<file path="src/rtl/bcgs_pkg.sv">
// Purpose: Shared constants for the bridge clock gating and error status block
// Assumes: APB register access with 32-bit data, byte addresses below
// Notes: Event bits are numbered in the order of the cause flags
package bcgs_pkg;
    // Register byte offsets
    localparam logic [7:0] BCGS_OFS_GATE = 8'h68; // Clock gate and cause flags
    localparam logic [7:0] BCGS_OFS_STOP = 8'h6c; // Clock stop protocol
    // Clock gate field layout
    localparam int BCGS_SLOT_NUM = 4; // Slot clocks with two-bit fields
    localparam int BCGS_DEV_BIT = 8; // On-board device clock disable
    localparam logic [1:0] BCGS_SLOT_OFF = 2'h3; // Code that stops a slot
    localparam logic [1:0] BCGS_SLOT_RST = 2'h0; // Slot field after reset
    localparam int BCGS_RSV_LO = 9; // Reserved field low bit
    localparam int BCGS_RSV_HI = 13; // Reserved field high bit
    localparam logic [4:0] BCGS_RSV_VAL = 5'h1f; // Reserved field value
    // Cause flags occupy bits 23:16
    localparam int BCGS_FLAG_LO = 16; // First cause flag
    localparam int BCGS_FLAG_NUM = 8; // Number of cause flags
    localparam logic [7:0] BCGS_FLAG_RST = 8'h00; // Flags after reset
    // Event index within the cause flags
    localparam int BCGS_EV_ADDR_PAR = 0; // Address parity, either bus
    localparam int BCGS_EV_PW_PAR = 1; // Posted write data parity
    localparam int BCGS_EV_PW_NODLV = 2; // Posted write not delivered
    localparam int BCGS_EV_PW_TABT = 3; // Target abort on posted write
    localparam int BCGS_EV_PW_MABT = 4; // Master abort on posted write
    localparam int BCGS_EV_DW_NODLV = 5; // Delayed write not delivered
    localparam int BCGS_EV_DR_NODATA = 6; // Delayed read got no data
    localparam int BCGS_EV_DT_MTO = 7; // Delayed transaction timeout
    // Attempt limit used by the core before it reports non-delivery
    localparam int BCGS_RETRY_LOG2 = 24; // Attempts are two to this power
    // Cycles a stop code must stand before its output is checked low
    localparam logic [5:0] BCGS_HOLD_CYC = 6'h28;
    // Clock stop register bits
    localparam int BCGS_STOP_STAT = 24; // Secondary clock stopped, read only
    localparam int BCGS_SEC_RUN_EN = 25; // Secondary stop protocol enable
    localparam int BCGS_PRI_KEEP = 26; // Keep primary clock running
    localparam int BCGS_PRI_RUN_EN = 27; // Primary stop protocol enable
    localparam int BCGS_RUN_MODE = 28; // Stop when secondary is idle and no primary request is pending
    localparam logic [3:0] BCGS_STOP_RST = 4'h0; // Bits 28:25 after reset
endpackage

</file>
<file path="src/rtl/bcgs_top.sv">
// Purpose: Secondary clock gating, error cause flags and clock stop control
// Assumes: pclk far faster than the secondary clock, which is sampled
// Notes: Registers reached over APB with zero wait states
//
// Added by the designer: register access over APB.
`timescale 1ns/1ns
//
// Behaviour
// - Slot code 11 holds clock low
// - Slot fields at bits 1:0 to 7:6
// - Bit 8 stops on-board device clock
// - Bits 13:9 read 1Fh, 15:14 zero
// - Bit 16 flags address parity error
// - Bit 17 flags posted write parity
// - Bit 18 flags posted write non-delivery
// - Bit 19 flags target abort, posted write
// - Bit 20 flags master abort, posted write
// - Bit 21 flags delayed write non-delivery
// - Bit 22 flags delayed read no data
// - Bit 23 flags delayed transaction timeout
// - Bit 24 shows secondary clock stopped
// - Bit 25 enables secondary stop protocol
// - Bit 26 keeps primary clock running
// - Bit 27 enables primary stop protocol
// - Bit 28 selects idle or requested stop
// - Error output needs enable, no disable
module bcgs_top #(
    parameter int SLOTS = 4
) (
    // Clock and reset
    input wire logic pclk,
    input wire logic presetn,
    // APB slave
    input wire logic psel,
    input wire logic penable,
    input wire logic pwrite,
    input wire logic [7:0] paddr,
    input wire logic [31:0] pwdata,
    input wire logic [3:0] pstrb,
    output logic [31:0] prdata,
    output logic pready,
    output logic pslverr,
    // Secondary clock source and gated outputs
    input wire logic secondary_clock_in,
    output logic [SLOTS:0] secondary_slot_clock_out,
    // Error events from the bridge core, one-cycle pulses
    input wire logic [bcgs_pkg::BCGS_FLAG_NUM-1:0] error_event,
    input wire logic [bcgs_pkg::BCGS_FLAG_NUM-1:0] error_event_disable,
    input wire logic serr_enable,
    // Open-drain system error pin
    output logic primary_system_error_out,
    output logic primary_system_error_oe,
    // Clock stop handshake with the bridge core
    input wire logic primary_stop_request,
    input wire logic secondary_bus_idle,
    input wire logic primary_request_pending,
    output logic secondary_clock_stopped,
    output logic primary_clock_stop_allowed
);
    import bcgs_pkg::*;

    // Register state
    logic [2*SLOTS-1:0] slot_code_q; // Two-bit stop code per slot
    logic dev_off_q; // On-board device clock stop
    logic [BCGS_FLAG_NUM-1:0] flag_q; // Sticky error causes
    logic sec_run_en_q; // Secondary stop protocol enable
    logic pri_keep_q; // Keep primary clock running
    logic pri_run_en_q; // Primary stop protocol enable
    logic run_mode_q; // Idle-driven stop mode
    logic sec_stop_q; // Secondary clock stopped
    logic pri_allow_q; // Primary clock may stop
    logic serr_oe_q; // Error pin driven low
    logic [31:0] rdata_q; // Read data held for access phase
    logic slverr_q; // Unmapped address answer
    // Clock source sampling
    logic src_meta_q; // First synchroniser stage
    logic src_q; // Synchronised secondary clock
    logic [SLOTS:0] gate_en_q; // Per-output enable, changes when low
    logic [SLOTS:0] gate_en_d; // Wanted enable per output
    logic [SLOTS:0] clk_out_q; // Gated clock outputs
    // Bus decode
    logic setup_ph; // Setup cycle of a transfer
    logic wr_ph; // Write taking effect
    logic hit_gate; // Address selects gate register
    logic hit_stop; // Address selects stop register
    logic [BCGS_FLAG_NUM-1:0] reportable; // Events that reach the pin
    logic [BCGS_FLAG_NUM-1:0] flag_clr; // Write-one-to-clear mask
    logic sec_stop_d; // Next stopped state

    assign setup_ph = psel && !penable;
    assign wr_ph = psel && penable && pwrite;
    assign hit_gate = (paddr == BCGS_OFS_GATE);
    assign hit_stop = (paddr == BCGS_OFS_STOP);
    // Zero wait states keep the host path short
    assign pready = 1'b1;
    assign prdata = rdata_q;
    assign pslverr = slverr_q;

    // Read data captured in setup so the access phase shows flops
    always_ff @(posedge pclk or negedge presetn) begin
        if (!presetn) begin
            rdata_q <= 32'h0000_0000;
            slverr_q <= 1'b0;
        end else if (setup_ph) begin
            slverr_q <= !(hit_gate || hit_stop);
            if (hit_gate && !pwrite) begin
                // Reserved fields are constants, not storage
                rdata_q <= {8'h00, flag_q, 2'h0, BCGS_RSV_VAL,
                    dev_off_q, slot_code_q};
            end else if (hit_stop && !pwrite) begin
                rdata_q <= {3'h0, run_mode_q, pri_run_en_q, pri_keep_q,
                    sec_run_en_q, sec_stop_q, 24'h00_0000};
            end else begin
                // Writes and unmapped reads return zero
                rdata_q <= 32'h0000_0000;
            end
        end
    end

    // Slot and device clock controls, low two byte lanes
    always_ff @(posedge pclk or negedge presetn) begin
        if (!presetn) begin
            slot_code_q <= {SLOTS{BCGS_SLOT_RST}};
            dev_off_q <= 1'b0;
        end else if (wr_ph && hit_gate) begin
            if (pstrb[0]) begin
                slot_code_q <= pwdata[2*SLOTS-1:0];
            end
            if (pstrb[1]) begin
                dev_off_q <= pwdata[BCGS_DEV_BIT];
            end
        end
    end

    // Clock stop controls sit in the top byte lane
    always_ff @(posedge pclk or negedge presetn) begin
        if (!presetn) begin
            {run_mode_q, pri_run_en_q, pri_keep_q, sec_run_en_q} <=
                BCGS_STOP_RST;
        end else if (wr_ph && hit_stop && pstrb[3]) begin
            sec_run_en_q <= pwdata[BCGS_SEC_RUN_EN];
            pri_keep_q <= pwdata[BCGS_PRI_KEEP];
            pri_run_en_q <= pwdata[BCGS_PRI_RUN_EN];
            run_mode_q <= pwdata[BCGS_RUN_MODE];
        end
    end

    // Only events the host allows may reach the pin or the flags
    assign reportable = serr_enable ? (error_event & ~error_event_disable)
        : '0;
    assign flag_clr = (wr_ph && hit_gate && pstrb[2])
        ? pwdata[BCGS_FLAG_LO +: BCGS_FLAG_NUM] : '0;

    // Sticky causes; a new event beats a clear in the same cycle
    always_ff @(posedge pclk or negedge presetn) begin
        if (!presetn) begin
            flag_q <= BCGS_FLAG_RST;
        end else begin
            flag_q <= (flag_q & ~flag_clr) | reportable;
        end
    end

    // Error pin pulled low one cycle after each cycle with a reported event
    always_ff @(posedge pclk or negedge presetn) begin
        if (!presetn) begin
            serr_oe_q <= 1'b0;
        end else begin
            serr_oe_q <= |reportable;
        end
    end
    // Open-drain pin only ever drives low
    assign primary_system_error_out = 1'b0;
    assign primary_system_error_oe = serr_oe_q;

    // Secondary stop decision; disabled protocol keeps clocks running
    always_comb begin
        if (!sec_run_en_q) begin
            sec_stop_d = 1'b0;
        end else if (run_mode_q) begin
            sec_stop_d = secondary_bus_idle && !primary_request_pending;
        end else begin
            sec_stop_d = primary_stop_request;
        end
    end

    // Stop state and the primary clock permission
    always_ff @(posedge pclk or negedge presetn) begin
        if (!presetn) begin
            sec_stop_q <= 1'b0;
            pri_allow_q <= 1'b0;
        end else begin
            sec_stop_q <= sec_stop_d;
            pri_allow_q <= pri_run_en_q && !pri_keep_q && sec_stop_q;
        end
    end
    assign secondary_clock_stopped = sec_stop_q;
    assign primary_clock_stop_allowed = pri_allow_q;

    // Secondary clock pin passes two flops before use
    always_ff @(posedge pclk or negedge presetn) begin
        if (!presetn) begin
            src_meta_q <= 1'b0;
            src_q <= 1'b0;
        end else begin
            src_meta_q <= secondary_clock_in;
            src_q <= src_meta_q;
        end
    end

    // Wanted enable per output, stopped clock halts all of them
    genvar gi;
    generate
        for (gi = 0; gi < SLOTS; gi++) begin : g_slot
            assign gate_en_d[gi] = !sec_stop_q &&
                (slot_code_q[2*gi +: 2] != BCGS_SLOT_OFF);
        end
    endgenerate
    assign gate_en_d[SLOTS] = !sec_stop_q && !dev_off_q;

    // Enables move only in the low phase, so no runt reaches a slot
    always_ff @(posedge pclk or negedge presetn) begin
        if (!presetn) begin
            gate_en_q <= '0;
        end else if (!src_q) begin
            gate_en_q <= gate_en_d;
        end
    end

    // Gated outputs come straight from flops
    always_ff @(posedge pclk or negedge presetn) begin
        if (!presetn) begin
            clk_out_q <= '0;
        end else begin
            clk_out_q <= {(SLOTS+1){src_q}} & gate_en_q;
        end
    end
    assign secondary_slot_clock_out = clk_out_q;

    // Check helpers: cycles the slot 0 and device stops have stood, saturating so no wrap
    logic [5:0] slot0_off_cnt_q; // Cycles slot 0 code has been 11
    logic [5:0] dev_off_cnt_q; // Cycles device stop has been set

    // Slot 0 hold counter, cleared whenever the code runs the clock
    always_ff @(posedge pclk or negedge presetn) begin
        if (!presetn) begin
            slot0_off_cnt_q <= 6'h00;
        end else if (slot_code_q[1:0] != BCGS_SLOT_OFF) begin
            slot0_off_cnt_q <= 6'h00;
        end else if (slot0_off_cnt_q != 6'h3f) begin
            slot0_off_cnt_q <= slot0_off_cnt_q + 6'h01;
        end
    end

    // Device hold counter, cleared whenever the device clock may run
    always_ff @(posedge pclk or negedge presetn) begin
        if (!presetn) begin
            dev_off_cnt_q <= 6'h00;
        end else if (!dev_off_q) begin
            dev_off_cnt_q <= 6'h00;
        end else if (dev_off_cnt_q != 6'h3f) begin
            dev_off_cnt_q <= dev_off_cnt_q + 6'h01;
        end
    end
endmodule

</file>
<file path="config.mk">
export PLATFORM = sky130hd
export DESIGN_NAME = bcgs_top
export DESIGN_NICKNAME = d
export VERILOG_FILES = /design/src/rtl/bcgs_pkg.sv /design/src/rtl/bcgs_top.sv
export SDC_FILE = /design/constraint.sdc
export NUM_CORES = 1
export LEC_CHECK = 0
export ABC_AREA = 1
export BUFFER_PORTS_ARGS = -buffer_cell sky130_fd_sc_hd__buf_2
export CAP_MARGIN = 20
export CORE_MARGIN = 2
export CORE_UTILIZATION = 50
export DETAILED_ROUTE_END_ITERATION = 8
export PLACE_DENSITY_LB_ADDON = 0.08
export SYNTH_ARGS = -nofsm -noshare
export SYNTH_HDL_FRONTEND = slang
export SYNTH_SLANG_ARGS = --single-unit
</file>
<file path="constraint.sdc">
create_clock -name pclk -period 3.5 [get_ports pclk]
set_clock_uncertainty 0.2 [all_clocks]
set_input_delay 0.35 -clock pclk [delete_from_list [all_inputs] [get_ports pclk]]
set_output_delay 0.35 -clock pclk [all_outputs]
set_load 0.05 [all_outputs]
</file>
## Yosys cells after proc, flatten, opt, wreduce, memory -nomap -nowiden

Index checks and enable logic that the tools add are counted.
W data, S select, Z words.

- Mux-type cells: 6
- Bitwise logic cells: 6
- Equal/unequal tests: 6
- Reduce and logical (&&, ||, !) cells: 28

Operator list:

| operator | number |
|---|---|
| $mux W32 | 1 |
| $mux W29 | 1 |
| $logic_and A1 B1 Y1 | 17 |
| $and A8 B8 Y8 | 2 |
| $eq A8 B7 Y1 const B | 2 |
| $mux W8 | 2 |
| $not A8 Y8 | 2 |
| $ne A2 B2 Y1 const B | 4 |
| $or A8 B8 Y8 | 1 |
| $reduce_or A8 Y1 | 1 |
| $logic_not A1 Y1 | 7 |
| $and A5 B5 Y5 | 1 |
| $reduce_and A2 Y1 | 2 |
| $mux W1 | 2 |
| $logic_or A1 B1 Y1 | 1 |

- Register bits after elaboration: 69
- Output and inout bits: 43
- Word-level logic and storage cells: 62

## Logic depth before layout (Yosys ltp)

Gate-level depths: netlist of the first run.

- Word-level depth: 8
- Gate-level depth with buffers: 8

## Least setup slack after synthesis of the first run

No wires, ideal clock.

- Kind: flip-flop to output port
- Start: reg prdata[13] (netlist name)
- End: out prdata[10]
- Cell stages (with the launch flop): 2
- Arrival time: 0.959 ns
- Setup slack: 1.991 ns
- Cell sequence: dfrtp_1 -> buf_4

RTL lines:

| item | RTL line | RTL |
|---|---|---|
| to (decl) | bcgs_top.sv:40 | `output logic [31:0] prdata,` |

## Final worst setup path of the first run

- Start: in penable
- End: reg rdata_q[21], in the netlist prdata[21]

- Longest elaborated chain between the ends: 2

RTL lines:

| item | RTL line | RTL |
|---|---|---|
| from (decl) | bcgs_top.sv:35 | `input wire logic penable,` |
| $logic_not A1 Y1 | bcgs_top.sv:90 | `assign setup_ph = psel && !penable;` |
| $logic_and A1 B1 Y1 | bcgs_top.sv:90 |  |
| to (signal assigned) | bcgs_top.sv:108 | `rdata_q <= {8'h00, flag_q, 2'h0, BCGS_RSV_VAL,` |
| to (signal assigned) | bcgs_top.sv:111 | `rdata_q <= {3'h0, run_mode_q, pri_run_en_q, pri_keep_q,` |
| to (decl) | bcgs_top.sv:73 | `logic [31:0] rdata_q;` |

No other way between the ends.
A chain may end at the register's enable or synchronous reset.

==> run_summary.xml, run 1 <==
<?xml version="1.0" encoding="UTF-8"?>
<metrics>
  <group name="yosys">
    <metric name="netlist.top_cell.by_area" unit="">dfrtp_1</metric>
    <metric name="count_of_mapped_cells_out_of_synthesis" unit="">291</metric>
    <metric name="most_frequently_used_cell_type_in_the_post_synthesis_netlist" unit="">nand2_1</metric>
    <metric name="synthDominantCellAreaShare" unit="%">56.7</metric>
    <metric name="synth.lib_cells_used.distinct" unit="">26</metric>
    <metric name="synth-edff-count" unit="">0</metric>
    <metric name="synth.yosys.seq_area_share" unit="%">56.7</metric>
    <metric name="syn_avg_cell_area" unit="µm²">9.10</metric>
    <metric name="synth.cell_area" unit="mm²">0.00265</metric>
    <metric name="synth.ff_latch_count" unit="">60</metric>
    <metric name="ys_dominant_reg_cell" unit="">dfrtp_1</metric>
    <metric name="synth-warning-count" unit="">0</metric>
    <metric name="dominant_cells_by_area_after_synthesis" unit="">dfrtp_1 57%, nand2_1 13%, nand3_1 5.3%</metric>
    <metric name="synth_async_sr_flop_share" unit="%">100</metric>
    <metric name="cell_types_with_the_highest_counts_after_synthesis" unit="">94 x nand2_1, 60 x dfrtp_1, 28 x inv_1, 28 x nand3_1, 14 x buf_4</metric>
  </group>
  <group name="cts">
    <metric name="clockBufferDepth" unit="">2</metric>
    <metric name="post_cts_resize_count" unit="">0</metric>
    <metric name="numClockSinks" unit="">60</metric>
    <metric name="htree_num_levels" unit="">3</metric>
    <metric name="cts_tree" unit="">built</metric>
    <metric name="cts.root.buffer_cell" unit="">clkbuf_8</metric>
    <metric name="clkTransAtPathRegs" unit="ns">0.07</metric>
    <metric name="cts_buffers" unit="">9</metric>
    <metric name="clk-insertion-delay-late" unit="ns">0.32</metric>
  </group>
  <group name="final_layout">
    <metric name="post_layout_nonfiller_instances" unit="">460</metric>
    <metric name="fillerInstances" unit="">480</metric>
    <metric name="diodes" unit="">0</metric>
    <metric name="multi_input_comb_area" unit="µm²">925</metric>
    <metric name="final_layout_size_suffix_gt1_share" unit="%">33.8</metric>
    <metric name="finalCoreUtilization" unit="%">65.3</metric>
    <metric name="synthToLayoutAreaGrowth" unit="%">26.0</metric>
    <metric name="final_design_area_no_fill" unit="mm²">0.00334</metric>
    <metric name="final-seq-area" unit="mm²">0.00150</metric>
    <metric name="nNetsFinal" unit="">455</metric>
  </group>
  <group name="die">
    <metric name="die_area" unit="mm²">0.00590</metric>
    <metric name="fp.coreArea" unit="mm²">0.00511</metric>
    <metric name="design.portCount" unit="">113</metric>
    <metric name="core.rowCount" unit="">26</metric>
    <metric name="die_y" unit="µm">76.8</metric>
    <metric name="die_w" unit="µm">76.8</metric>
    <metric name="initial_core_util" unit="%">51.9</metric>
  </group>
  <group name="worst_hold_path">
    <metric name="min_delay_path_depth" unit="">3</metric>
    <metric name="worst_hold_startpoint" unit="">error_event[4]</metric>
    <metric name="min-delay-path-class" unit="">primary input to flip-flop</metric>
    <metric name="hold_crit_endpoint" unit="">flag_q[4]$_DFF_PN0_</metric>
  </group>
  <group name="drt">
    <metric name="drtAntennaViolNets" unit="">0</metric>
    <metric name="route.detailed.drc" unit="">0</metric>
    <metric name="drtIter0Drc" unit="">87</metric>
    <metric name="route.final.wire_length" unit="µm">5430</metric>
    <metric name="wl_per_cell" unit="µm">11.8</metric>
    <metric name="vias_per_cell" unit="">4.72</metric>
    <metric name="dr.pass1.iters" unit="">4</metric>
    <metric name="routed-via-count" unit="">2173</metric>
  </group>
  <group name="placed_design">
    <metric name="hpwlAfterDp" unit="µm">3840</metric>
    <metric name="placedCellCount" unit="">442</metric>
    <metric name="placement.cell_area" unit="mm²">0.00310</metric>
    <metric name="gp_congestion" unit="">0.745</metric>
    <metric name="placement.setup.worst_slack" unit="ns">1.51</metric>
    <metric name="buffer_ports.inserted" unit="">94</metric>
  </group>
  <group name="worst_setup_path">
    <metric name="r2r-end" unit="">gate_en_q[0]$_DFFE_PN0N_</metric>
    <metric name="reg2reg_depth" unit="">2</metric>
    <metric name="timing.rr.start" unit="">src_q$_DFF_PN0_</metric>
    <metric name="worst_setup_path_class" unit="">primary input to flip-flop</metric>
    <metric name="cells_traversed_along_the_worst_timing_path" unit="">buf_2 -&gt; inv_2 -&gt; nand2_2 -&gt; nor2_4 -&gt; nand3_1 -&gt; nand2_1</metric>
    <metric name="crit_path_max_incr_delay" unit="ns">0.52</metric>
    <metric name="crit_path_launch_type" unit="">primary input</metric>
    <metric name="critPathSlowestCell" unit="">nor2_4</metric>
    <metric name="cp_data_required_time" unit="ns">3.57</metric>
    <metric name="end_kind" unit="">flip-flop</metric>
    <metric name="critical_path_peak_fanout" unit="">26</metric>
    <metric name="regToRegSetupSlack" unit="ns">2.26</metric>
    <metric name="setup.worst_path.start" unit="">penable</metric>
    <metric name="worst-endpoint-arrival" unit="ns">1.70</metric>
  </group>
  <group name="run_status">
    <metric name="outcome" unit="">finished clean</metric>
  </group>
  <group name="sta">
    <metric name="min_period_over_period" unit="%">46.7</metric>
    <metric name="setup_slack" unit="ns">1.87</metric>
    <metric name="finalWorstPathRequiredPeriod" unit="ns">1.63</metric>
    <metric name="max_clock_freq" unit="MHz">612</metric>
    <metric name="worst_slew_margin_rel" unit="%">56.4</metric>
    <metric name="worst_pin_slew" unit="ns">0.652</metric>
    <metric name="setup_viol" unit="">0</metric>
    <metric name="rsz0062_at_grt" unit="">false</metric>
    <metric name="fin_tns_setup" unit="ns">0</metric>
    <metric name="slew_viol_final" unit="">0</metric>
    <metric name="final_hold_viol_count" unit="">0</metric>
  </group>
  <group name="run">
    <metric name="max_cap_viol_count" unit="">0</metric>
  </group>
  <group name="grt">
    <metric name="antenna_found_initial" unit="">0</metric>
    <metric name="wire_length_of_the_first_global_routing_pass" unit="µm">9230</metric>
    <metric name="first_global_vias" unit="">2006</metric>
    <metric name="globalRouteTotalUtil" unit="%">20.0</metric>
    <metric name="grt_start_max_net_pins" unit="">43</metric>
    <metric name="global_route.overflow_total" unit="">0</metric>
  </group>
  <group name="pwr">
    <metric name="total_leakage_power" unit="µW">0.00194</metric>
    <metric name="peakVddDrop" unit="µV">260</metric>
    <metric name="power.density_cell_area" unit="mW/mm²">459</metric>
  </group>
</metrics>
## state kept, by name, indices dropped and copies added (netlist names)
register,cells
slot_code_q,8
pri_run_en_q,1
src_q,1
gate_en_q,5
flag_q,8
run_mode_q,1
secondary_clock_stopped,1
pri_keep_q,1
pslverr,1
sec_run_en_q,1
primary_system_error_oe,1
dev_off_q,1
prdata,23
secondary_slot_clock_out,5
primary_clock_stop_allowed,1
src_meta_q,1
## cell type report
cell class | count | area share (%)
clock buffers | 11 | 4.24
clock inverters | 5 | 2.25
inverters | 29 | 3.26
multi-input cells | 188 | 27.7
flip-flops and latches | 60 | 45.0
well taps | 70 | 2.62
repair buffers | 97 | 14.9
## worst max-delay path, delay by kind of cell
kind,cells,cell delay [ns]
and+or+nand+nor,4,1.10
buffers and inverters,2,0.23
## placed cells by master, fill, tap and decap left out, drive strengths merged
master | synthesis | routed
nand2 | 100 | 100
buf | 16 | 95
dfrtp | 60 | 60
inv | 29 | 29
nand3 | 29 | 29
o21ai | 21 | 21
nor2 | 15 | 15
clkbuf | 3 | 11
nand4 | 8 | 8
conb | 2 | 7
nor3 | 3 | 3
clkinv | 0 | 3
bufinv | 0 | 2
dlygate4sd3 | 0 | 2
a21oi | 1 | 1
or2 | 1 | 1
o21bai | 1 | 1
a22o | 1 | 1
nor3b | 1 | 1
## cell families after synthesis
kind of cell | after synthesis | share of synthesized area (%)
buf+inv | 48 | 9.12
flops | 60 | 56.7
simple gates | 157 | 28.0
compound gates | 24 | 5.90
other cells | 2 | 0.284
## metal layers
metal	global-route usage (%)	vias up	share of wire, %
met1	26.1	999	44
met5	0	-	0
met2	32.1	70	49
met3	4.47	9	5.2
li1	-	1095	-
met4	8.91	0	1.6
## how the worst max path moves through the flow
| stage | cells after the start | slack, ns | endpoint |
|---|---|---|---|
| 2_1_floorplan | 1 | 1.99 | prdata[10] |
| 3_3_place_gp | 6 | 1.51 | prdata[21]$_DFFE_PN0P_ |
| 3_5_place_dp | 6 | 1.51 | prdata[21]$_DFFE_PN0P_ |
| 4_1_cts | 6 | 1.83 | prdata[21]$_DFFE_PN0P_ |
| 5_1_grt | 7 | 1.70 | run_mode_q$_DFFE_PN0P_ |
| 6_report | 6 | 1.87 | prdata[21]$_DFFE_PN0P_ |
## stage by stage
step | total power, µW | hold slack, ns
2_1_floorplan | 812 | -0.146
3_3_place_gp | 869 | 0.102
3_5_place_dp | 870 | 0.107
4_1_cts | 1550 | 0.0363
5_1_grt | 1590 | 0.0671
6_report | 1530 | 0.0436
## repair_timing
item / CTS / global route
hold endpoints to repair: 19 / 0
hold buffers: 2 / 0
buffers inserted: 0 / 0
## where the power goes
| group | internal (µW) | switching [µW] | total, µW | leakage, µW |
|---|---|---|---|---|
| logic | 42.5 | 103 | 145 | 0.00107 |
| clock network | 417 | 258 | 675 | 0.000113 |
| registers | 707 | 5.54 | 713 | 0.000762 |
| total | 1170 | 366 | 1530 | 0.00194 |
No activity file was read; power rests on OpenSTA's default activity.
==> run 2: changes to the inputs <==
--- a/config.mk
+++ b/config.mk
@@ -5,11 +5,11 @@
 export SDC_FILE = /design/constraint.sdc
 export NUM_CORES = 1
 export LEC_CHECK = 0
-export ABC_AREA = 1
+export ABC_AREA = 0
 export BUFFER_PORTS_ARGS = -buffer_cell sky130_fd_sc_hd__buf_2
 export CAP_MARGIN = 20
 export CORE_MARGIN = 2
-export CORE_UTILIZATION = 50
+export CORE_UTILIZATION = 46
 export DETAILED_ROUTE_END_ITERATION = 8
 export PLACE_DENSITY_LB_ADDON = 0.08
 export SYNTH_ARGS = -nofsm -noshare
==> constraint.sdc (replaced) <==
create_clock -name pclk -period 1.6 [get_ports pclk]
set_clock_uncertainty 0.2 [all_clocks]
set_input_delay 0.16 -clock pclk [delete_from_list [all_inputs] [get_ports pclk]]
set_output_delay 0.16 -clock pclk [all_outputs]
set_load 0.05 [all_outputs]
==> run 2 against run 1 <==
Against the previous run:
- critical path depth decreased by 1
- area after synthesis down 6.6%
- sequential share of layout area down 2.3 points
- wire length is 2.5% lower
- global-route usage is 0.89 points lower
- power rose by 97%
- design area grew 5.3%
- register-to-register slack lost 2.2 ns
- sequential cell count did not move
- non-clock buffer count grew 38
- synthesized cell count decreased by 34%
- critical endpoint is now flag_q[0]$_DFF_PN0_
- largest cell class unchanged
==> run_summary.xml, run 2 <==
<?xml version="1.0" encoding="UTF-8"?>
<metrics>
  <group name="run_status">
    <metric name="outcome" unit="">finished clean</metric>
  </group>
  <group name="worst_setup_path">
    <metric name="cells_traversed_along_the_worst_timing_path" unit="">dlygate4sd3_1 -&gt; buf_2 -&gt; a2bb2oi_2 -&gt; dlygate4sd3_1 -&gt; o21ai_0</metric>
    <metric name="cp_data_required_time" unit="ns">1.65</metric>
    <metric name="critical_path_depth" unit="">5</metric>
    <metric name="crit_path_launch_type" unit="">primary input</metric>
    <metric name="cp_top_family" unit="">buffers and inverters</metric>
    <metric name="critical_path_peak_fanout" unit="">1</metric>
    <metric name="critPathMostFrequentCell" unit="">dlygate4sd3_1</metric>
    <metric name="r2r-end" unit="">flag_q[7]$_DFF_PN0_</metric>
    <metric name="critPathSlowestCell" unit="">dlygate4sd3_1</metric>
    <metric name="timing.rr.start" unit="">flag_q[7]$_DFF_PN0_</metric>
    <metric name="worst_setup_path_class" unit="">primary input to flip-flop</metric>
    <metric name="regToRegSetupSlack" unit="ns">0.06</metric>
    <metric name="worst-endpoint-arrival" unit="ns">1.59</metric>
    <metric name="reg2reg_depth" unit="">4</metric>
    <metric name="worst-path-buf-inv" unit="">3</metric>
    <metric name="end_kind" unit="">flip-flop</metric>
    <metric name="crit_path_max_incr_delay" unit="ns">0.55</metric>
  </group>
  <group name="pwr">
    <metric name="power.share.switching" unit="%">25.3</metric>
    <metric name="peakVddDrop" unit="µV">515</metric>
    <metric name="combinationalPowerShare" unit="%">12.1</metric>
    <metric name="cellInternalPower" unit="µW">2250</metric>
    <metric name="power.net_switching" unit="µW">763</metric>
    <metric name="seq_power_share" unit="%">51.7</metric>
    <metric name="power_frac_clock" unit="%">36.2</metric>
    <metric name="total_leakage_power" unit="µW">0.00187</metric>
    <metric name="power.density_cell_area" unit="mW/mm²">857</metric>
    <metric name="final_total_power" unit="µW">3010</metric>
  </group>
  <group name="grt">
    <metric name="grt_util_met3" unit="%">6.51</metric>
    <metric name="first_global_vias" unit="">1890</metric>
    <metric name="wire_length_of_the_first_global_routing_pass" unit="µm">8760</metric>
    <metric name="antenna_found_initial" unit="">0</metric>
    <metric name="grt.met2_usage" unit="%">28.5</metric>
    <metric name="grt_start_max_net_pins" unit="">61</metric>
    <metric name="gr-usage-met1" unit="%">25.7</metric>
    <metric name="globalRoute.busiestLayer" unit="">met2</metric>
    <metric name="global_route.overflow_total" unit="">0</metric>
    <metric name="globalRouteTotalUtil" unit="%">19.1</metric>
  </group>
  <group name="cts">
    <metric name="clk-insertion-delay-late" unit="ns">0.32</metric>
    <metric name="cts.root.buffer_cell" unit="">clkbuf_8</metric>
    <metric name="clkTransAtPathRegs" unit="ns">0.06</metric>
    <metric name="cts_buffers" unit="">9</metric>
    <metric name="cts_tree" unit="">built</metric>
    <metric name="htree_num_levels" unit="">3</metric>
    <metric name="clockBufferDepth" unit="">2</metric>
    <metric name="numClockSinks" unit="">60</metric>
  </group>
  <group name="die">
    <metric name="initial_core_util" unit="%">48.1</metric>
    <metric name="die_y" unit="µm">77.3</metric>
    <metric name="fp.coreArea" unit="mm²">0.00514</metric>
    <metric name="core.rowCount" unit="">26</metric>
    <metric name="die_w" unit="µm">77.3</metric>
    <metric name="design.portCount" unit="">113</metric>
    <metric name="die_area" unit="mm²">0.00598</metric>
  </group>
  <group name="worst_hold_path">
    <metric name="worst_hold_startpoint" unit="">error_event_disable[2]</metric>
    <metric name="min_delay_path_depth" unit="">4</metric>
    <metric name="hold_crit_endpoint" unit="">flag_q[2]$_DFF_PN0_</metric>
    <metric name="min-delay-path-class" unit="">primary input to flip-flop</metric>
  </group>
  <group name="final_layout">
    <metric name="largest_register_ffs" unit="">23</metric>
    <metric name="final_common_cell" unit="">buf_2</metric>
    <metric name="synthToLayoutAreaGrowth" unit="%">42.1</metric>
    <metric name="diodes" unit="">0</metric>
    <metric name="finalCoreUtilization" unit="%">68.4</metric>
    <metric name="fillerInstances" unit="">434</metric>
    <metric name="nNetsFinal" unit="">394</metric>
    <metric name="final_layout_size_suffix_gt1_share" unit="%">43.3</metric>
    <metric name="layout_common_cells" unit="">94 x buf_2, 60 x dfrtp_1, 30 x dlygate4sd3_1</metric>
  </group>
  <group name="yosys">
    <metric name="synth.ff_latch_count" unit="">60</metric>
    <metric name="synth_async_sr_flop_share" unit="%">100</metric>
    <metric name="synth.cell_area" unit="mm²">0.00247</metric>
    <metric name="synth.lib_cells_used.distinct" unit="">28</metric>
    <metric name="syn_avg_cell_area" unit="µm²">13.0</metric>
    <metric name="cell_types_with_the_highest_counts_after_synthesis" unit="">60 x dfrtp_1, 22 x a22o_1, 13 x mux2_2</metric>
    <metric name="netlist.top_cell.by_area" unit="">dfrtp_1</metric>
    <metric name="count_of_mapped_cells_out_of_synthesis" unit="">191</metric>
    <metric name="most_frequently_used_cell_type_in_the_post_synthesis_netlist" unit="">dfrtp_1</metric>
    <metric name="ys_dominant_reg_cell" unit="">dfrtp_1</metric>
    <metric name="dominant_cells_by_area_after_synthesis" unit="">dfrtp_1 61%, a22o_1 7.8%, mux2_2 5.9%</metric>
    <metric name="synth-edff-count" unit="">0</metric>
    <metric name="synth-warning-count" unit="">0</metric>
    <metric name="synthDominantCellAreaShare" unit="%">60.7</metric>
    <metric name="synth.yosys.seq_area_share" unit="%">60.7</metric>
  </group>
  <group name="drt">
    <metric name="drtIter0Drc" unit="">62</metric>
    <metric name="vias_per_cell" unit="">4.71</metric>
    <metric name="drtAntennaViolNets" unit="">0</metric>
    <metric name="route.detailed.drc" unit="">0</metric>
    <metric name="route.final.wire_length" unit="µm">5300</metric>
    <metric name="dr.pass1.iters" unit="">4</metric>
    <metric name="wl_per_cell" unit="µm">13.3</metric>
    <metric name="routed-via-count" unit="">1874</metric>
  </group>
  <group name="run">
    <metric name="max_cap_viol_count" unit="">0</metric>
  </group>
  <group name="placed_design">
    <metric name="placement.setup.worst_slack" unit="ns">-0.215</metric>
    <metric name="buffer_ports.inserted" unit="">94</metric>
    <metric name="hpwlAfterDp" unit="µm">3580</metric>
    <metric name="gp_congestion" unit="">0.792</metric>
  </group>
  <group name="sta">
    <metric name="hold_ws" unit="ns">0.0207</metric>
    <metric name="setup_slack" unit="ns">0.0582</metric>
    <metric name="setup_viol" unit="">0</metric>
    <metric name="rsz0062_at_grt" unit="">false</metric>
    <metric name="min_period_over_period" unit="%">96.4</metric>
    <metric name="finalWorstPathRequiredPeriod" unit="ns">1.54</metric>
    <metric name="final_hold_viol_count" unit="">0</metric>
    <metric name="slew_viol_final" unit="">0</metric>
    <metric name="max_clock_freq" unit="MHz">649</metric>
  </group>
</metrics>
[run 2: cell count changes in the layout (fill, tap and decap cells not counted), sizes merged, moves of 10 or more]
cell	delta
nand2	-93
dlygate4sd3	+28
nand3	-28
a22o	+21
inv	-19
mux2	+13
nor2	-13
o21ai	-12
buf	+10
[run 2: worst max-delay path by stage]
stage	start	end	slack (ns)
6_report	pwdata[16]	flag_q[0]$_DFF_PN0_	0.06
5_1_grt	flag_q[4]$_DFF_PN0_	flag_q[4]$_DFF_PN0_	0.009
4_1_cts	flag_q[7]$_DFF_PN0_	flag_q[7]$_DFF_PN0_	0.06
3_5_place_dp	paddr[1]	slot_code_q[4]$_DFFE_PN0P_	-0.21
3_3_place_gp	paddr[1]	slot_code_q[5]$_DFFE_PN0P_	-0.18
2_1_floorplan	paddr[1]	slot_code_q[0]$_DFFE_PN0P_	-0.12
[run 2: stage by stage]
step                      setup TNS (ns)  area (µm²)  instances
final                                  0        3510        398
after floorplan                    -2.36        2490        196
after detailed placement           -4.78        3040        353
after global placement             -4.67        3040        353
after global routing                   0        3510        398
after CTS                              0        3500        398
[run 2: timing repair]
action,in CTS,in global routing
hold buffers,30,0
endpoints found under the setup margin,0,3
endpoints found under the hold margin,84,0
buffers inserted,0,0
gates resized for setup,0,4
[run 2: power by group through the flow]
stage	logic, µW	clock network (µW)	registers, µW
2_1_floorplan	127	0	1630
3_3_place_gp	303	0	1580
5_1_grt	399	1220	1560
3_5_place_dp	304	0	1580
6_report	366	1090	1560
4_1_cts	363	1130	1560
[run 2: cell type report]
cell class | instances | area [µm²] | share of cell area [%]
Multi-Input combinational cell | 108 | 852 | 24.2
Clock buffer | 10 | 128 | 3.63
Tap cell | 70 | 87.6 | 2.49
Sequential cell | 60 | 1500 | 42.7
Timing Repair Buffer | 135 | 878 | 25.0
Clock inverter | 5 | 30.0 | 0.854
Inverter | 10 | 37.5 | 1.07
[run 2: layer usage]
| layer | vias to the layer above | wire [µm] |
|---|---|---|
| met5 | - | 0 |
| met1 | 879 | 2320 |
| li1 | 929 | - |
| met2 | 62 | 2640 |
| met4 | 0 | 50 |
| met3 | 4 | 286 |
[run 2: worst register-to-register path, delay by kind of cell, from the launching register on]
| kind | cells | cell delay, ns |
|---|---|---|
| AOI/OAI and AO/OA | 2 | 0.22 |
| buffers and inverters | 2 | 0.62 |
| DFF | 1 | 0.39 |
[run 2: cells by family (layout without fill, tap and decap cells)]
logic type / after synthesis / after routing / share of synthesized area [%]
DFF: 60 / 60 / 60.7
AOI/OAI and AO/OA: 46 / 46 / 14.5
and+or+nand+nor: 42 / 42 / 12.2
buffers and inverters: 28 / 160 / 6.37
muxes: 13 / 13 / 5.92
other: 2 / 7 / 0.304
==> run 3: changes to the inputs <==
--- a/config.mk
+++ b/config.mk
@@ -9,7 +9,7 @@
 export BUFFER_PORTS_ARGS = -buffer_cell sky130_fd_sc_hd__buf_2
 export CAP_MARGIN = 20
 export CORE_MARGIN = 2
-export CORE_UTILIZATION = 46
+export CORE_UTILIZATION = 40
 export DETAILED_ROUTE_END_ITERATION = 8
 export PLACE_DENSITY_LB_ADDON = 0.08
 export SYNTH_ARGS = -nofsm -noshare
==> run 3 against run 2 <==
Against the previous run:
- critical path depth is the same
- critical path type unchanged
- core utilization shrank 6.9 points
- critical endpoint is now flag_q[6]$_DFF_PN0_
- power grew 19%
- worst setup slack is essentially flat
- worst hold slack gained 0.0016 ns
- first-iteration DRC count shrank 37%
- global-route usage shrank 1.8 points
- non-clock buffer count grew 5
- via count grew 2.2%
==> run_summary.xml, run 3 (synthesis gave the netlist of run 2 again) <==
<?xml version="1.0" encoding="UTF-8"?>
<metrics>
  <group name="cts">
    <metric name="clk-insertion-delay-late" unit="ns">0.33</metric>
    <metric name="clockBufferDepth" unit="">2</metric>
    <metric name="htree_num_levels" unit="">3</metric>
    <metric name="cts_post_setup_buffers_inserted" unit="">0</metric>
    <metric name="cts.root.buffer_cell" unit="">clkbuf_8</metric>
    <metric name="numClockSinks" unit="">60</metric>
    <metric name="clkTransAtPathRegs" unit="ns">0.07</metric>
    <metric name="cts_tree" unit="">built</metric>
    <metric name="cts_buffers" unit="">9</metric>
  </group>
  <group name="sta">
    <metric name="setup_slack" unit="ns">0.0578</metric>
    <metric name="setup_viol" unit="">0</metric>
    <metric name="rsz0062_at_grt" unit="">false</metric>
    <metric name="slew_viol_final" unit="">0</metric>
    <metric name="max_clock_freq" unit="MHz">648</metric>
    <metric name="min_period_over_period" unit="%">96.4</metric>
    <metric name="hold_ws" unit="ns">0.0222</metric>
    <metric name="final_hold_viol_count" unit="">0</metric>
    <metric name="finalWorstPathRequiredPeriod" unit="ns">1.54</metric>
  </group>
  <group name="final_layout">
    <metric name="final_design_area_no_fill" unit="mm²">0.00366</metric>
    <metric name="final_layout_size_suffix_gt1_share" unit="%">44.0</metric>
    <metric name="post_layout_nonfiller_instances" unit="">409</metric>
    <metric name="nNetsFinal" unit="">399</metric>
    <metric name="layout_common_cells" unit="">94 x buf_2, 60 x dfrtp_1, 30 x dlygate4sd3_1</metric>
    <metric name="final_common_cell" unit="">buf_2</metric>
    <metric name="multi_input_comb_area" unit="µm²">846</metric>
    <metric name="synthToLayoutAreaGrowth" unit="%">48.0</metric>
    <metric name="diodes" unit="">0</metric>
    <metric name="final-seq-area" unit="mm²">0.00150</metric>
    <metric name="largest_register_ffs" unit="">23</metric>
    <metric name="fillerInstances" unit="">526</metric>
  </group>
  <group name="grt">
    <metric name="first_global_vias" unit="">1986</metric>
    <metric name="antenna_found_initial" unit="">0</metric>
    <metric name="global_route.overflow_total" unit="">0</metric>
    <metric name="globalRouteTotalUtil" unit="%">17.3</metric>
    <metric name="wire_length_of_the_first_global_routing_pass" unit="µm">8750</metric>
    <metric name="grt_start_max_net_pins" unit="">24</metric>
  </group>
  <group name="die">
    <metric name="initial_core_util" unit="%">41.5</metric>
    <metric name="die_w" unit="µm">82.6</metric>
    <metric name="die_y" unit="µm">82.6</metric>
    <metric name="design.portCount" unit="">113</metric>
    <metric name="core.rowCount" unit="">28</metric>
    <metric name="fp.coreArea" unit="mm²">0.00596</metric>
    <metric name="die_area" unit="mm²">0.00683</metric>
  </group>
  <group name="worst_setup_path">
    <metric name="end_kind" unit="">flip-flop</metric>
    <metric name="r2r-end" unit="">flag_q[7]$_DFF_PN0_</metric>
    <metric name="crit_path_launch_type" unit="">primary input</metric>
    <metric name="cp_data_required_time" unit="ns">1.65</metric>
    <metric name="timing.rr.start" unit="">flag_q[7]$_DFF_PN0_</metric>
    <metric name="reg2reg_depth" unit="">4</metric>
    <metric name="regToRegSetupSlack" unit="ns">0.07</metric>
    <metric name="critical_path_peak_fanout" unit="">1</metric>
    <metric name="worst_setup_path_class" unit="">primary input to flip-flop</metric>
    <metric name="worst-endpoint-arrival" unit="ns">1.59</metric>
  </group>
  <group name="placed_design">
    <metric name="placedCellCount" unit="">362</metric>
    <metric name="buffer_ports.inserted" unit="">94</metric>
    <metric name="gp_congestion" unit="">0.699</metric>
    <metric name="hpwlAfterDp" unit="µm">4080</metric>
    <metric name="placement.setup.worst_slack" unit="ns">-0.224</metric>
    <metric name="placement.cell_area" unit="mm²">0.00309</metric>
  </group>
  <group name="worst_hold_path">
    <metric name="min-delay-path-class" unit="">primary input to flip-flop</metric>
    <metric name="hold_crit_endpoint" unit="">secondary_clock_stopped$_DFF_PN0_</metric>
    <metric name="min_delay_path_depth" unit="">4</metric>
    <metric name="worst_hold_startpoint" unit="">primary_stop_request</metric>
  </group>
  <group name="pwr">
    <metric name="final_total_power" unit="µW">3600</metric>
    <metric name="peakVddDrop" unit="µV">644</metric>
    <metric name="power.density_cell_area" unit="mW/mm²">983</metric>
    <metric name="total_leakage_power" unit="µW">0.00195</metric>
  </group>
  <group name="drt">
    <metric name="vias_per_cell" unit="">4.68</metric>
    <metric name="drtIter0Drc" unit="">39</metric>
    <metric name="wl_per_cell" unit="µm">13.6</metric>
    <metric name="route.final.wire_length" unit="µm">5580</metric>
    <metric name="dr.pass1.iters" unit="">4</metric>
    <metric name="route.detailed.drc" unit="">0</metric>
    <metric name="drtAntennaViolNets" unit="">0</metric>
    <metric name="routed-via-count" unit="">1915</metric>
  </group>
  <group name="run_status">
    <metric name="outcome" unit="">finished clean</metric>
  </group>
  <group name="run">
    <metric name="max_cap_viol_count" unit="">0</metric>
  </group>
</metrics>
run 3: changes by cell type in the layout (fill, tap and decap cells not counted), sizes merged:
cell          previous run  this run
clkbuf                  10         9
inv                     10        11
clkinvlp                 2         1
dlymetal6s4s             0         1
buf                    105       109
clkinv                   3         2
bufinv                   0         3
run 3: how the worst max path moves through the flow:
stage,from,endpoint,cells past startpoint
3_3_place_gp,paddr[1],slot_code_q[5]$_DFFE_PN0P_,6
2_1_floorplan,paddr[1],slot_code_q[0]$_DFFE_PN0P_,4
6_report,pwdata[22],flag_q[6]$_DFF_PN0_,5
4_1_cts,flag_q[7]$_DFF_PN0_,flag_q[7]$_DFF_PN0_,4
5_1_grt,flag_q[1]$_DFF_PN0_,flag_q[1]$_DFF_PN0_,4
3_5_place_dp,paddr[1],slot_code_q[1]$_DFFE_PN0P_,6
run 3: area by class of cell:
cell class              instances  area share, %
inverters                      10           1.03
repair buffers                140           25.5
clock inverters                 7           3.38
multi-input cells             108           23.1
flip-flops and latches         60           41.0
well taps                      75           2.56
clock buffers                   9           3.38
run 3: report_power, final:
group	internal (µW)	switching (µW)	leakage [µW]
Combinational	171	209	0.00107
Sequential	1540	10.3	0.000763
Clock	1040	618	0.000120
Total	2760	837	0.00195
run 3: what timing repair did:
action | CTS | global route
endpoints found under the setup margin | 0 | 3
resized for setup | 0 | 4
hold buffers | 31 | 0
hold endpoints to repair | 84 | 0
run 3: per-stage QoR:
step | util (%) | TNS, ns
6_report | 61.4 | 0
5_1_grt | 61.4 | 0
4_1_cts | 61.2 | 0
3_5_place_dp | 51.8 | -6.67
3_3_place_gp | 51.8 | -6.62
2_1_floorplan | - | -2.36
run 3: per-layer routing:
layer / vias up / GRT usage (%) / wire length, µm
li1: 938 / - / -
met1: 907 / 20.4 / 2370
met2: 60 / 29.8 / 2780
met3: 10 / 4.67 / 347
met4: 0 / 7.21 / 78
met5: - / 0 / 0
run 3: critical path: stages:
cell           delay [ns]
dlygate4sd3_1        0.54
buf_2                0.13
a2bb2oi_2            0.14
dlygate4sd3_1        0.55
o21ai_0              0.07
